### config.mk
export PLATFORM = sky130hd
export DESIGN_NAME = gtu_top
export DESIGN_NICKNAME = d
export VERILOG_FILES = /design/src/gtu_pkg.sv /design/src/gtu_tmr_if.sv /design/src/gtu_timer.sv /design/src/gtu_top.sv
export SDC_FILE = /design/constraint.sdc
export NUM_CORES = 1
export LEC_CHECK = 0
export ABC_AREA = 1
export BUFFER_PORTS_ARGS = -buffer_cell sky130_fd_sc_hd__buf_2
export CAP_MARGIN = 15
export CORE_UTILIZATION = 55
export DETAILED_ROUTE_END_ITERATION = 7
export HOLD_SLACK_MARGIN = 0.1
export PLACE_DENSITY = 0.78
export SKIP_CTS_REPAIR_TIMING = 1
export SLEW_MARGIN = 15
export SYNTH_ARGS = -nofsm -noshare
export SYNTH_HDL_FRONTEND = slang
export SYNTH_SLANG_ARGS = --single-unit
### constraint.sdc
create_clock -name clk_i -period 3.15 [get_ports clk_i]
set_input_delay 0.315 -clock clk_i [delete_from_list [all_inputs] [get_ports clk_i]]
set_output_delay 0.315 -clock clk_i [all_outputs]
set_load 0.1 [all_outputs]
### src/gtu_pkg.sv
// gtu_pkg: constants shared by the three-timer counter block
// assumes a 125 MHz system clock and a 32-bit classic wishbone slave
package gtu_pkg;

    ////////////////////////////////////////////////////////////////////
    // widths and timing
    localparam int unsigned CNT_W      = 16;
    localparam int unsigned CFG_W      = 16;
    localparam int unsigned DIV_W      = 10;
    localparam int unsigned PS_W       = 3;
    localparam int unsigned SYS_CLK_HZ = 125_000_000;
    // finest counting step, in system clock cycles
    localparam int unsigned RES_CYC    = 4;
    localparam logic [1:0]  RES_LAST   = 2'(RES_CYC - 1);

    ////////////////////////////////////////////////////////////////////
    // register byte offsets
    localparam logic [7:0] OFS_CORE_CFG = 8'h00;
    localparam logic [7:0] OFS_CORE_CNT = 8'h04;
    localparam logic [7:0] OFS_AUXL_CFG = 8'h08;
    localparam logic [7:0] OFS_AUXL_CNT = 8'h0C;
    localparam logic [7:0] OFS_AUXH_CFG = 8'h10;
    localparam logic [7:0] OFS_AUXH_CNT = 8'h14;
    localparam logic [7:0] OFS_STAT     = 8'h18;

    ////////////////////////////////////////////////////////////////////
    // configuration field positions
    localparam int unsigned F_MODE   = 0;
    localparam int unsigned F_RUN    = 2;
    localparam int unsigned F_DOWN   = 3;
    localparam int unsigned F_EXTDIR = 4;
    localparam int unsigned F_GPOL   = 5;
    localparam int unsigned F_EDGE   = 6;
    localparam int unsigned F_PS     = 8;
    localparam int unsigned F_SRC    = 11;
    localparam int unsigned F_FUNC   = 12;
    localparam int unsigned F_OUTEN  = 12;
    localparam int unsigned F_TRIG   = 14;
    // status register bits
    localparam int unsigned S_LATCH  = 0;
    localparam int unsigned S_PIN0   = 1;

    ////////////////////////////////////////////////////////////////////
    // encodings and reset values
    localparam logic [1:0] MODE_TMR  = 2'h0;
    localparam logic [1:0] MODE_GATE = 2'h1;
    localparam logic [1:0] MODE_CNT  = 2'h2;
    localparam logic [1:0] MODE_INC  = 2'h3;
    localparam logic [1:0] FUNC_NONE = 2'h0;
    localparam logic [1:0] FUNC_CAP  = 2'h1;
    localparam logic [1:0] FUNC_RLD  = 2'h2;
    localparam logic [1:0] TRIG_PIN_R  = 2'h0;
    localparam logic [1:0] TRIG_PIN_F  = 2'h1;
    localparam logic [1:0] TRIG_LAT_R  = 2'h2;
    localparam logic [1:0] TRIG_LAT_F  = 2'h3;
    localparam logic [CFG_W-1:0] CFG_RST = 16'h0000;
    localparam logic [CNT_W-1:0] CNT_RST = 16'h0000;

    // edge select: bit 0 takes rising, bit 1 takes falling
    function automatic logic edge_hit(input logic [1:0] sel,
                                      input logic       rise,
                                      input logic       fall);
        return (sel[0] & rise) | (sel[1] & fall);
    endfunction

endpackage

### src/gtu_tmr_if.sv
// gtu_tmr_if: links the control logic to one 16-bit timer
// assumes every signal is on the system clock
`timescale 1ns/1ps
interface gtu_tmr_if;
    logic [15:0] cfg;
    logic [9:0]  div;
    logic        in_lvl;
    logic        dir_lvl;
    logic        aux_evt;
    logic        halt;
    logic        ld;
    logic [15:0] ld_val;
    logic [15:0] cnt;
    logic        ovf;
    logic        unf;

    modport ctrl (output cfg, div, in_lvl, dir_lvl, aux_evt, halt, ld,
                  output ld_val, input cnt, ovf, unf);
    modport tmr  (input cfg, div, in_lvl, dir_lvl, aux_evt, halt, ld,
                  input ld_val, output cnt, ovf, unf);
endinterface

### src/gtu_timer.sv
// gtu_timer: one 16-bit up/down timer with four counting modes
// assumes filtered pin levels and a shared free-running divider
`timescale 1ns/1ps
module gtu_timer (
    input wire logic clk_i,
    input wire logic rst_i,
    gtu_tmr_if.tmr   tif
);
    logic [15:0] cnt_ff;
    logic        a_ff;
    logic        b_ff;
    logic        evp_ff;
    logic [1:0]  mode;
    logic [7:0]  pmask;
    logic        base_tick;
    logic        pre_tick;
    logic        a_chg;
    logic        b_chg;
    logic        step;
    logic        down;

    ////////////////////////////////////////////////////////////////////
    always_comb begin
        mode      = tif.cfg[gtu_pkg::F_MODE +: 2];
        pmask     = (8'h01 << tif.cfg[gtu_pkg::F_PS +: gtu_pkg::PS_W])
                    - 8'h01;
        // one step per four cycles at most
        base_tick = tif.div[1:0] == gtu_pkg::RES_LAST;
        pre_tick  = base_tick & ((tif.div[9:2] & pmask) == pmask);
        a_chg     = tif.in_lvl ^ a_ff;
        b_chg     = tif.dir_lvl ^ b_ff;
        case (mode)
            gtu_pkg::MODE_TMR:  step = pre_tick;
            gtu_pkg::MODE_GATE: step = pre_tick &
                (tif.in_lvl == tif.cfg[gtu_pkg::F_GPOL]);
            gtu_pkg::MODE_CNT:  step = base_tick &
                (tif.cfg[gtu_pkg::F_SRC] ? evp_ff :
                 gtu_pkg::edge_hit(tif.cfg[gtu_pkg::F_EDGE +: 2],
                                   a_chg & tif.in_lvl,
                                   a_chg & ~tif.in_lvl));
            // a both-lines change is illegal and skipped
            gtu_pkg::MODE_INC:  step = base_tick & (a_chg ^ b_chg);
            default:            step = 1'b0;
        endcase
        // halted while acting as capture or reload
        step = step & tif.cfg[gtu_pkg::F_RUN] & ~tif.halt;
        // software or pin direction, quadrature phase
        if (mode == gtu_pkg::MODE_INC) begin
            down = ~(tif.in_lvl ^ b_ff) ^ tif.cfg[gtu_pkg::F_DOWN];
        end else begin
            down = tif.cfg[gtu_pkg::F_DOWN] ^
                   (tif.cfg[gtu_pkg::F_EXTDIR] & tif.dir_lvl);
        end
    end

    // wrap flags, independent of a load to avoid a loop
    assign tif.ovf = step & ~down & (&cnt_ff);
    assign tif.unf = step & down & ~(|cnt_ff);
    assign tif.cnt = cnt_ff;

    ////////////////////////////////////////////////////////////////////
    always_ff @(posedge clk_i) begin
        if (rst_i) begin
            a_ff <= 1'b0;
            b_ff <= 1'b0;
        end else if (base_tick) begin
            a_ff <= tif.in_lvl;
            b_ff <= tif.dir_lvl;
        end
    end

    // a latch event arriving on a tick is kept for the next tick
    always_ff @(posedge clk_i) begin
        if (rst_i) begin
            evp_ff <= 1'b0;
        end else begin
            evp_ff <= tif.aux_evt | (evp_ff & ~base_tick);
        end
    end

    always_ff @(posedge clk_i) begin
        if (rst_i) begin
            cnt_ff <= gtu_pkg::CNT_RST;
        end else if (tif.ld) begin
            cnt_ff <= tif.ld_val;
        end else if (step) begin
            cnt_ff <= down ? cnt_ff - 16'h0001 : cnt_ff + 16'h0001;
        end
    end

endmodule

### src/gtu_top.sv
// gtu_top: core timer plus two auxiliary timers on a wishbone slave
// assumes a classic wishbone master and asynchronous pin inputs
//
// Contract
// - three timers, each sixteen bits wide
// - each timer picks one of four modes
// - timer mode counts prescaled system clock
// - counter mode counts input pin events
// - gated mode counts only while gate active
// - at most one step per four cycles
// - direction from software or direction pin
// - quadrature A/B decoded into position count
// - toggle latch flips on core wrap
// - toggle latch optionally drives output pin
// - toggle latch can clock auxiliary timers
// - timers may be concatenated within module
// - capture or reload auxiliary timer halts
// - capture copies core count on input event
// - reload loads core on pin/latch event
// - opposite-edge reloads alternate for PWM
// - low aux input and aux directions unconnected
`timescale 1ns/1ps
module gtu_top (
    input  wire logic        clk_i,
    input  wire logic        rst_i,
    input  wire logic        wb_cyc_i,
    input  wire logic        wb_stb_i,
    input  wire logic        wb_we_i,
    input  wire logic [7:0]  wb_adr_i,
    input  wire logic [3:0]  wb_sel_i,
    input  wire logic [31:0] wb_dat_i,
    output logic      [31:0] wb_dat_o,
    output logic             wb_ack_o,
    input  wire logic        core_gate_clk_i,
    input  wire logic        core_dir_i,
    input  wire logic        auxh_gate_clk_i,
    output logic             toggle_latch_pin_o
);
    localparam int unsigned NPIN = 3;
    localparam int unsigned P_CIN = 0;
    localparam int unsigned P_CDIR = 1;
    localparam int unsigned P_HIN = 2;

    gtu_tmr_if core_if ();
    gtu_tmr_if auxl_if ();
    gtu_tmr_if auxh_if ();

    logic [NPIN-1:0] s1_ff;
    logic [NPIN-1:0] s2_ff;
    logic [NPIN-1:0] s3_ff;
    logic [NPIN-1:0] flt_ff;
    logic [NPIN-1:0] prv_ff;
    logic [NPIN-1:0] p_rise;
    logic [NPIN-1:0] p_fall;

    logic [9:0]  div_ff;
    logic [15:0] core_cfg_ff;
    logic [15:0] auxl_cfg_ff;
    logic [15:0] auxh_cfg_ff;
    logic        latch_ff;
    logic        ack_ff;
    logic [31:0] rdat_ff;

    logic        req;
    logic        wr;
    logic [15:0] wval;
    logic [15:0] nxt_rdat;
    logic        wr_core_cnt;
    logic        wr_auxl_cnt;
    logic        wr_auxh_cnt;
    logic        wr_stat;
    logic        flip;
    logic        lat_rise;
    logic        lat_fall;
    logic        l_cap;
    logic        h_cap;
    logic        l_rld;
    logic        h_rld;

    ////////////////////////////////////////////////////////////////////
    // pin synchronisers; a level is accepted when stages 2 and 3 agree
    always_ff @(posedge clk_i) begin
        if (rst_i) begin
            s1_ff <= '0;
            s2_ff <= '0;
            s3_ff <= '0;
        end else begin
            s1_ff <= {auxh_gate_clk_i, core_dir_i, core_gate_clk_i};
            s2_ff <= s1_ff;
            s3_ff <= s2_ff;
        end
    end

    always_ff @(posedge clk_i) begin
        if (rst_i) begin
            flt_ff <= '0;
            prv_ff <= '0;
        end else begin
            for (int i = 0; i < NPIN; i++) begin
                if (s2_ff[i] == s3_ff[i]) begin
                    flt_ff[i] <= s3_ff[i];
                end
            end
            prv_ff <= flt_ff;
        end
    end

    assign p_rise = flt_ff & ~prv_ff;
    assign p_fall = ~flt_ff & prv_ff;

    ////////////////////////////////////////////////////////////////////
    // shared divider; bits 1:0 set the four-cycle base step
    always_ff @(posedge clk_i) begin
        if (rst_i) begin
            div_ff <= '0;
        end else begin
            div_ff <= div_ff + 10'h001;
        end
    end

    ////////////////////////////////////////////////////////////////////
    // wishbone slave: one wait state, unmapped reads give zero
    assign req      = wb_cyc_i & wb_stb_i & ~ack_ff;
    assign wr       = req & wb_we_i;
    assign wb_ack_o = ack_ff;
    assign wb_dat_o = rdat_ff;

    function automatic logic [15:0] merge(input logic [15:0] old,
                                          input logic [15:0] dat,
                                          input logic [1:0]  sel);
        return {sel[1] ? dat[15:8] : old[15:8],
                sel[0] ? dat[7:0]  : old[7:0]};
    endfunction

    always_comb begin
        wr_core_cnt = wr & (wb_adr_i == gtu_pkg::OFS_CORE_CNT);
        wr_auxl_cnt = wr & (wb_adr_i == gtu_pkg::OFS_AUXL_CNT);
        wr_auxh_cnt = wr & (wb_adr_i == gtu_pkg::OFS_AUXH_CNT);
        wr_stat     = wr & (wb_adr_i == gtu_pkg::OFS_STAT) & wb_sel_i[0];
        wval        = wb_dat_i[15:0];
        case (wb_adr_i)
            gtu_pkg::OFS_CORE_CFG: nxt_rdat = core_cfg_ff;
            gtu_pkg::OFS_CORE_CNT: nxt_rdat = core_if.cnt;
            gtu_pkg::OFS_AUXL_CFG: nxt_rdat = auxl_cfg_ff;
            gtu_pkg::OFS_AUXL_CNT: nxt_rdat = auxl_if.cnt;
            gtu_pkg::OFS_AUXH_CFG: nxt_rdat = auxh_cfg_ff;
            gtu_pkg::OFS_AUXH_CNT: nxt_rdat = auxh_if.cnt;
            gtu_pkg::OFS_STAT:     nxt_rdat = {12'h000, flt_ff, latch_ff};
            default:               nxt_rdat = 16'h0000;
        endcase
    end

    always_ff @(posedge clk_i) begin
        if (rst_i) begin
            ack_ff  <= 1'b0;
            rdat_ff <= 32'h0000_0000;
        end else begin
            ack_ff <= req;
            // read data stands until the next read, writes leave it alone
            if (req & ~wb_we_i) begin
                rdat_ff <= {16'h0000, nxt_rdat};
            end
        end
    end

    // each timer has its own configuration word
    always_ff @(posedge clk_i) begin
        if (rst_i) begin
            core_cfg_ff <= gtu_pkg::CFG_RST;
            auxl_cfg_ff <= gtu_pkg::CFG_RST;
            auxh_cfg_ff <= gtu_pkg::CFG_RST;
        end else if (wr) begin
            case (wb_adr_i)
                gtu_pkg::OFS_CORE_CFG:
                    core_cfg_ff <= merge(core_cfg_ff, wval, wb_sel_i[1:0]);
                gtu_pkg::OFS_AUXL_CFG:
                    auxl_cfg_ff <= merge(auxl_cfg_ff, wval, wb_sel_i[1:0]);
                gtu_pkg::OFS_AUXH_CFG:
                    auxh_cfg_ff <= merge(auxh_cfg_ff, wval, wb_sel_i[1:0]);
                default: ;
            endcase
        end
    end

    ////////////////////////////////////////////////////////////////////
    // toggle latch
    // flip on core overflow or underflow
    assign flip     = core_if.ovf | core_if.unf;
    assign lat_rise = flip & ~latch_ff;
    assign lat_fall = flip & latch_ff;

    // a software write and a wrap in one cycle: the wrap still flips
    always_ff @(posedge clk_i) begin
        if (rst_i) begin
            latch_ff <= 1'b0;
        end else if (wr_stat) begin
            latch_ff <= wb_dat_i[gtu_pkg::S_LATCH] ^ flip;
        end else if (flip) begin
            latch_ff <= ~latch_ff;
        end
    end

    // drive latch onto pin when enabled
    always_ff @(posedge clk_i) begin
        if (rst_i) begin
            toggle_latch_pin_o <= 1'b0;
        end else begin
            toggle_latch_pin_o <= latch_ff & core_cfg_ff[gtu_pkg::F_OUTEN];
        end
    end

    ////////////////////////////////////////////////////////////////////
    // capture and reload events for the auxiliary timers
    function automatic logic rld_hit(input logic [1:0] trig,
                                     input logic       prise,
                                     input logic       pfall,
                                     input logic       lrise,
                                     input logic       lfall);
        case (trig)
            gtu_pkg::TRIG_PIN_R: return prise;
            gtu_pkg::TRIG_PIN_F: return pfall;
            gtu_pkg::TRIG_LAT_R: return lrise;
            default:             return lfall;
        endcase
    endfunction

    always_comb begin
        // low aux input has no pin, it never fires
        // capture on the aux input's selected edge
        l_cap = 1'b0;
        h_cap = (auxh_cfg_ff[gtu_pkg::F_FUNC +: 2] == gtu_pkg::FUNC_CAP) &
                gtu_pkg::edge_hit(auxh_cfg_ff[gtu_pkg::F_EDGE +: 2],
                                  p_rise[P_HIN], p_fall[P_HIN]);
        // reload on pin edge or latch transition
        l_rld = (auxl_cfg_ff[gtu_pkg::F_FUNC +: 2] == gtu_pkg::FUNC_RLD) &
                rld_hit(auxl_cfg_ff[gtu_pkg::F_TRIG +: 2], 1'b0, 1'b0,
                        lat_rise, lat_fall);
        h_rld = (auxh_cfg_ff[gtu_pkg::F_FUNC +: 2] == gtu_pkg::FUNC_RLD) &
                rld_hit(auxh_cfg_ff[gtu_pkg::F_TRIG +: 2],
                        p_rise[P_HIN], p_fall[P_HIN], lat_rise, lat_fall);
    end

    ////////////////////////////////////////////////////////////////////
    // core timer hookup
    assign core_if.cfg     = core_cfg_ff;
    assign core_if.div     = div_ff;
    assign core_if.in_lvl  = flt_ff[P_CIN];
    assign core_if.dir_lvl = flt_ff[P_CDIR];
    assign core_if.aux_evt = 1'b0;
    assign core_if.halt    = 1'b0;
    // a software write wins, then low reload, then high
    assign core_if.ld      = wr_core_cnt | l_rld | h_rld;
    assign core_if.ld_val  = wr_core_cnt ? merge(core_if.cnt, wval,
                                                 wb_sel_i[1:0]) :
                             l_rld ? auxl_if.cnt : auxh_if.cnt;

    // low auxiliary timer hookup
    // no input pin and no direction pin
    assign auxl_if.cfg     = auxl_cfg_ff;
    assign auxl_if.div     = div_ff;
    assign auxl_if.in_lvl  = 1'b0;
    assign auxl_if.dir_lvl = 1'b0;
    // latch transitions clock the concatenated timer
    assign auxl_if.aux_evt = gtu_pkg::edge_hit(
                                 auxl_cfg_ff[gtu_pkg::F_EDGE +: 2],
                                 lat_rise, lat_fall);
    // stopped while used as capture or reload
    assign auxl_if.halt    = auxl_cfg_ff[gtu_pkg::F_FUNC +: 2]
                             != gtu_pkg::FUNC_NONE;
    assign auxl_if.ld      = wr_auxl_cnt | l_cap;
    assign auxl_if.ld_val  = wr_auxl_cnt ? merge(auxl_if.cnt, wval,
                                                 wb_sel_i[1:0]) :
                             core_if.cnt;

    // high auxiliary timer hookup
    assign auxh_if.cfg     = auxh_cfg_ff;
    assign auxh_if.div     = div_ff;
    assign auxh_if.in_lvl  = flt_ff[P_HIN];
    assign auxh_if.dir_lvl = 1'b0;
    assign auxh_if.aux_evt = gtu_pkg::edge_hit(
                                 auxh_cfg_ff[gtu_pkg::F_EDGE +: 2],
                                 lat_rise, lat_fall);
    assign auxh_if.halt    = auxh_cfg_ff[gtu_pkg::F_FUNC +: 2]
                             != gtu_pkg::FUNC_NONE;
    assign auxh_if.ld      = wr_auxh_cnt | h_cap;
    assign auxh_if.ld_val  = wr_auxh_cnt ? merge(auxh_if.cnt, wval,
                                                 wb_sel_i[1:0]) :
                             core_if.cnt;

    ////////////////////////////////////////////////////////////////////
    // three identical 16-bit timers
    gtu_timer u_core (
        .clk_i (clk_i),
        .rst_i (rst_i),
        .tif   (core_if.tmr)
    );

    gtu_timer u_auxl (
        .clk_i (clk_i),
        .rst_i (rst_i),
        .tif   (auxl_if.tmr)
    );

    gtu_timer u_auxh (
        .clk_i (clk_i),
        .rst_i (rst_i),
        .tif   (auxh_if.tmr)
    );

endmodule

* After elaboration in Yosys (flattened, before gate mapping)
Cells that the tools add are included.
** Storage, ports and cells
- Register bits :: 146
- Latch bits :: 0
- Memory bits (writable) :: 0
- Bits in read-only memories :: 0
- Bits of input ports :: 52
- Output and inout bits :: 34
- Logic and storage cells :: 228
- Memories kept :: 0
** Operators by class
- $add $sub $neg :: 10
- Multiply operators :: 0
- Divide/modulo/power cells :: 0
- Order comparisons :: 0
- Eq/ne operators :: 37
- Shift operators :: 3
- Muxes and demuxes :: 28
- Bitwise operators :: 93
- Reduce and logical (&&, ||, !) cells :: 27
** Operators with widths (count)
- $mux 16 :: 12
- $pmux 16 s7 :: 1
- $and 1x1->1 :: 53
- $add 16x1->16 const B :: 3
- $sub 16x1->16 const B :: 3
- $and 8x8->8 :: 3
- $eq 8x5->1 const B :: 3
- $eq 8x8->1 :: 3
- $shl 1x3->8 const A :: 3
- $sub 8x1->8 const B :: 3
- $eq 2x2->1 const B :: 11
- $reduce_and 3->1 :: 6
- $eq 8x4->1 const B :: 2
- $mux 8 :: 2
- $reduce_and 16->1 :: 1
- $reduce_or 16->1 :: 1
- $not 1->1 :: 13
- $eq 2x1->1 const B :: 6
- $ne 3x3->1 const B :: 4
- $pmux 1 s4 :: 3
- $reduce_and 2->1 :: 6
- $reduce_bool 2->1 :: 6
- $or 1x1->1 :: 11
- $add 10x1->10 const B :: 1
- other kinds (12) :: 38

* Logic depth before layout (Yosys ltp)
- Depth after elaboration :: 18
- Gate-level depth with buffers :: 22
- Depth with buffers taken out :: 21

* Modules after synthesis
Synthesis repeated with hierarchy kept, for this count alone.
** Unflattened totals
- Cell total of the unflattened synthesis :: 2060
- Area total of the unflattened synthesis :: 12318.1 µm²
** By module, submodules not included
- gtu_top :: times used 1, cells each 899, area an instance 5617.9 µm², seq. area each 1801.7 µm²
- gtu_timer at u_auxh ... :: times used 2, cells each 386, area an instance 2228.4 µm², seq. area each 380.4 µm²
- gtu_timer at u_core :: times used 1, cells each 389, area an instance 2243.4 µm², seq. area each 380.4 µm²

* Worst setup path after synthesis
No wires, ideal clock.
- Path kind :: register to register
- Start point :: register flt_ff[2]
- End point :: register u_auxh.cnt_ff[15] (netlist: u_auxh.tif.cnt[15])
- Setup time :: 0.065 ns
- Arrival :: 3.157 ns
- Setup slack :: -0.072 ns
- Cell stages (with the launch flop) :: 15
- Buffers on the path :: 0
- Cells stage by stage :: dfxtp_1 inv_1 nand3_1 xor2_1 ha_1 a21oi_1 nand2_1 a21boi_0 o21bai_1 a21oi_1 o21ai_0 or2_2 a21oi_1 nor3_1 nor2_1
** Between the ends
- Longest elaborated chain between the ends :: 11
** RTL lines
- from (decl) :: line gtu_top.sv:51 : logic [NPIN-1:0] flt_ff;
- from (signal, indexed assignment) :: line gtu_top.sv:101 : flt_ff[i] <= s3_ff[i];
- $xor 1x1->1 or $not 1->1 (tied branches) :: line gtu_timer.sv:30, gtu_timer.sv:40, gtu_timer.sv:49
- $and 1x1->1, on equally long branches :: line gtu_timer.sv:39, gtu_timer.sv:40
- $and 1x1->1 :: line gtu_pkg.sv:63 : return (sel[0] & rise) | (sel[1] & fall);
- $or 1x1->1 :: line gtu_pkg.sv:63
- $mux 1 :: line gtu_timer.sv:37 : (tif.cfg[gtu_pkg::F_SRC] ? evp_ff :
- $and 1x1->1 :: line gtu_timer.sv:36 : gtu_pkg::MODE_CNT: step = base_tick &
- $pmux 1 s4 :: line gtu_timer.sv:32 : case (mode)
- $and 1x1->1 (2 in series) :: line gtu_timer.sv:46 : step = step & tif.cfg[gtu_pkg::F_RUN] & ~tif.halt;
- $reduce_bool 2->1 (no source line)
- $reduce_and 2->1 (no source line)
- to (signal assigned) :: line gtu_timer.sv:83 : cnt_ff <= gtu_pkg::CNT_RST;
- to (signal assigned) :: line gtu_timer.sv:85 : cnt_ff <= tif.ld_val;
- to (signal assigned) :: line gtu_timer.sv:87 : cnt_ff <= down ? cnt_ff - 16'h0001 : cnt_ff + 16'h0001;
- to (decl) :: line gtu_timer.sv:9 : logic [15:0] cnt_ff;
Several ways; a longest one is shown, not always the timed one. The select of a mux whose other input is x is not followed.
A chain may end at the register's enable or synchronous reset.

* Worst setup path after layout
- Start point :: register core_cfg_ff[1]
- End point :: register u_core.cnt_ff[15] (netlist: u_core.tif.cnt[15])
** Between the ends
- Longest elaborated chain between the ends :: 13
** RTL lines
- from (decl) :: line gtu_top.sv:57 : logic [15:0] core_cfg_ff;
- from (signal assigned) :: line gtu_top.sv:169 : core_cfg_ff <= gtu_pkg::CFG_RST;
- from (signal assigned) :: line gtu_top.sv:175 : core_cfg_ff <= merge(core_cfg_ff, wval, wb_sel_i[1:0]);
- $eq 2x2->1, or another cell as far along :: line gtu_timer.sv:32, gtu_timer.sv:48
- $pmux 1 s4 or $mux 1 (tied branches) :: line gtu_timer.sv:32, gtu_timer.sv:48
- $and 1x1->1 or $not 1->1 (tied branches) :: line gtu_timer.sv:46, gtu_timer.sv:57
- $and 1x1->1, on equally long branches (2 in series) :: line gtu_timer.sv:57, gtu_timer.sv:58
- $or 1x1->1 :: line gtu_top.sv:188 : assign flip = core_if.ovf | core_if.unf;
- $and 1x1->1, on equally long branches :: line gtu_top.sv:190, gtu_top.sv:189
- $pmux 1 s2 :: line gtu_top.sv:219 : case (trig)
- $and 1x1->1 :: line gtu_top.sv:235 : l_rld = (auxl_cfg_ff[gtu_pkg::F_FUNC +: 2] == gtu_pkg::FUNC_RLD) &
- $or 1x1->1 (2 in series) :: line gtu_top.sv:252 : assign core_if.ld = wr_core_cnt | l_rld | h_rld;
- $ne 3x3->1 (no source line) or $reduce_bool 2->1 (tied branches)
- $reduce_and 2->1 (no source line)
- to (signal assigned) :: line gtu_timer.sv:83
- to (signal assigned) :: line gtu_timer.sv:85
- to (signal assigned) :: line gtu_timer.sv:87
- to (decl) :: line gtu_timer.sv:9
Several ways; a longest one is shown, not always the timed one. The select of a mux whose other input is x is not followed.

==> impl_results.md <==
- Detailed-route via count: 10400
- Crit path kind: flip-flop to flip-flop
- Synthesized instance count: 1445
- CTS clk-pin slew, worst paths: 0.07 ns
- Clock H-tree levels: 4
- Worst path slowest cell: dfxtp_1
- Fillers: 1636
- Die Y: 134 µm
- P per Cell Area: 378 nW/µm²
- CP cell instances: nand2_2 -> clkinv_1 -> nand3_1 -> nand3_2 -> nand2_2 -> clkinvlp_4 -> buf_6 -> buf_4 -> ha_1 -> inv_1 -> o21bai_1 -> a21oi_1 -> o21ai_0 -> a21oi_1 -> xor2_1 -> or2_2 -> nand3_1 -> a21oi_1
- Dominant synthesized flop cell: dfxtp_1
- Global-route wire length before repair: 51.4 mm
- Async S/R FF share, synth: 0
- Most area-consuming cells after synthesis: dfxtp_1, nand2_1, a21oi_1
- Final hold violations: 0
- Chip Width: 134 µm
- Vias in the first global route: 9408
- Num rows: 48
- Status: complete, but fails checks
- Die footprint: 18000 µm²
- Largest net degree at the start of global routing: 54
- CTS buffer count: 17
- Max IR drop VDD: 0.000367 V
- Netlist cell types: 47
- Cell leakage power: 4.78 nW
- M2 GR Usage: 0.558
- Tcrit/Tclk final: 0.940
- Yosys warnings: 0
- Final worst-path setup slack: 0.189 ns
- Fin. max-slew vios: 0
- Crit path required time: 3.45 ns
- Setup TNS: 0 ns
- Initial antenna violation count: 0
- Share of layout cells above drive strength 1: 0.132
- Total wire length: 33.2 mm
- Final GP Congestion: 1.01
- Dpl ws: 0.0676 ns
- Clk Latency, worst-skew pair: 0.44 ns
- Root buf cell: clkbuf_16
- Final antenna-violating net count: 0
- Post-DR wirelength/cell: 18.9 µm
- Setup crit end kind: flip-flop
- Post-synth top cells: nand2_1, a21oi_1, inv_1
- Max Clock Skew: 0.0109 ns
- Drt first pass iters: 8
- #FFs+latches synth: 143
- GRT Util Overall: 0.374
- CP most frequent cell: a21oi_1
- Hold Path Class: primary input to flip-flop
- Dpl hpwl: 25.0 mm
- CTS sink cnt: 143
- Met1 usage: 0.504
- Fin nets: 1618
- DRC: 1
- Fmax: 338 MHz
- Number of max-cap violations: 0
- Most Used Layer, Global Route: met2
- Met3 GRT Util: 0.0873
- Count of final setup violators: 0
- Top-area cell type share of the netlist area: 0.297
- Diode count: 0
- Post-synth EDFFs: 0
- Tmin final: 2.96 ns
- Syn Area/Cell: 6.67 µm²
- PortBufs: 51
- Placed Area: 10200 µm²
- Crit Path Max Fanout: 8
- CTS tree: yes
- Area Overhead vs Synth: 13.5%
- Failing checks: DRC
- Initial Utilization: 0.561
- Cell area after layout: 10900 µm²
- Slew headroom: 0.531
- GR Overflow Total: 0
- Slowest stage delay, CP: 0.35 ns
- Worst-margin pin slew: 0.703 ns
- Synth Cell Area: 9630 µm²
- Seq/Total Area, Yosys: 0.297
- Count leader, synth: nand2_1
- Starting DRC count in detailed routing: 1240
- Crit path DAT: 3.26 ns
- Routed vias/inst: 5.96
- Core area: 17200 µm²
- Final total power: 0.00413 W
- Cell taking the most area after synthesis: dfxtp_1
- Startpoint types: flip-flop
- IO Count: 86
- Maximum clock path buffer count: 2
## registers in the layout, indices dropped and copies added (netlist names), 9 cells and up
register	cells
u_auxh.tif.cnt	16
auxl_cfg_ff	16
auxh_cfg_ff	16
core_cfg_ff	16
wb_dat_o	16
u_auxl.tif.cnt	16
u_core.tif.cnt	16
auxh_if.div	9
## critical path, delay by kind of cell (launching register included)
family | cells | cell delay [ns]
and+or+nand+nor | 6 | 0.78
buffers and inverters | 5 | 0.72
AOI/OAI and AO/OA | 5 | 0.56
DFF | 1 | 0.35
adders and majority gates | 1 | 0.32
xor gates and xnor gates | 1 | 0.08
## logic make-up after synthesis
family          after synthesis  share of synthesized area
simple gates                529                      0.241
compound gates              436                      0.252
buf+inv                     252                      0.110
flops                       143                      0.297
fa+ha+maj                    53                     0.0712
xor+xnor                     31                     0.0282
other cells                   1                   0.000389
## report_power, final
| group | total, W | leakage [nW] | switching (W) | internal [W] |
|---|---|---|---|---|
| logic | 0.000243 | 3.34 | 0.000201 | 0.0000413 |
| registers | 0.00182 | 1.16 | 0.00000651 | 0.00182 |
| clock network | 0.00206 | 0.283 | 0.000937 | 0.00113 |
| total | 0.00413 | 4.78 | 0.00114 | 0.00298 |
## layout by cell type, fill, tap and decap left out, types with 11 or more instances in the layout
cell type,synthesis,layout
nand3_1,65,64
o21ai_0,139,135
inv_1,169,166
clkbuf_16,0,17
o221ai_1,14,14
nor2_1,124,124
inv_2,16,18
o21ai_1,16,16
xor2_1,22,21
dfxtp_1,143,140
o22ai_1,22,22
buf_2,12,51
a31oi_1,11,11
a21oi_1,183,179
conb_1,1,16
nand2_1,262,260
buf_4,17,41
ha_1,50,45
nand4_1,23,23
nor3_1,19,19
## per-stage QoR
stage	hold slack, ns	util	cells
2_1_floorplan	0.388	-	1460
6_report	0.164	0.636	1751
3_3_place_gp	0.394	0.593	1712
3_5_place_dp	0.393	0.593	1712
5_1_grt	0.175	0.636	1751
4_1_cts	0.0794	0.627	1744
## final cells by class
class	instances	area [µm²]	area share
sequential	143	2870	0.262
clock buffer	17	425	0.0389
tap	225	282	0.0258
inverter	188	709	0.0649
clock inverter	15	163	0.0149
multi-input combinational	1065	5850	0.535
timing repair buffer	98	636	0.0581
## final timing paths
kind | from | to | slack [ns] | cells past startpoint
worst max-delay path | core_cfg_ff[1] | u_core.tif.cnt[15] | 0.19 | 18
worst min-delay path | wb_dat_i[2] | u_auxl.tif.cnt[2] | 0.16 | 3
worst max register to register | core_cfg_ff[1] | u_core.tif.cnt[15] | 0.19 | 18
worst min register to register | s1_ff[1] | s2_ff[1] | 0.40 | 2
## layer usage
metal | wire (µm) | vias to the layer above
li1 | - | 5011
met1 | 13900 | 4746
met2 | 14400 | 576
met3 | 3420 | 111
met4 | 1530 | 0
met5 | 0 | -
Power figures use the tool's default switching activity.
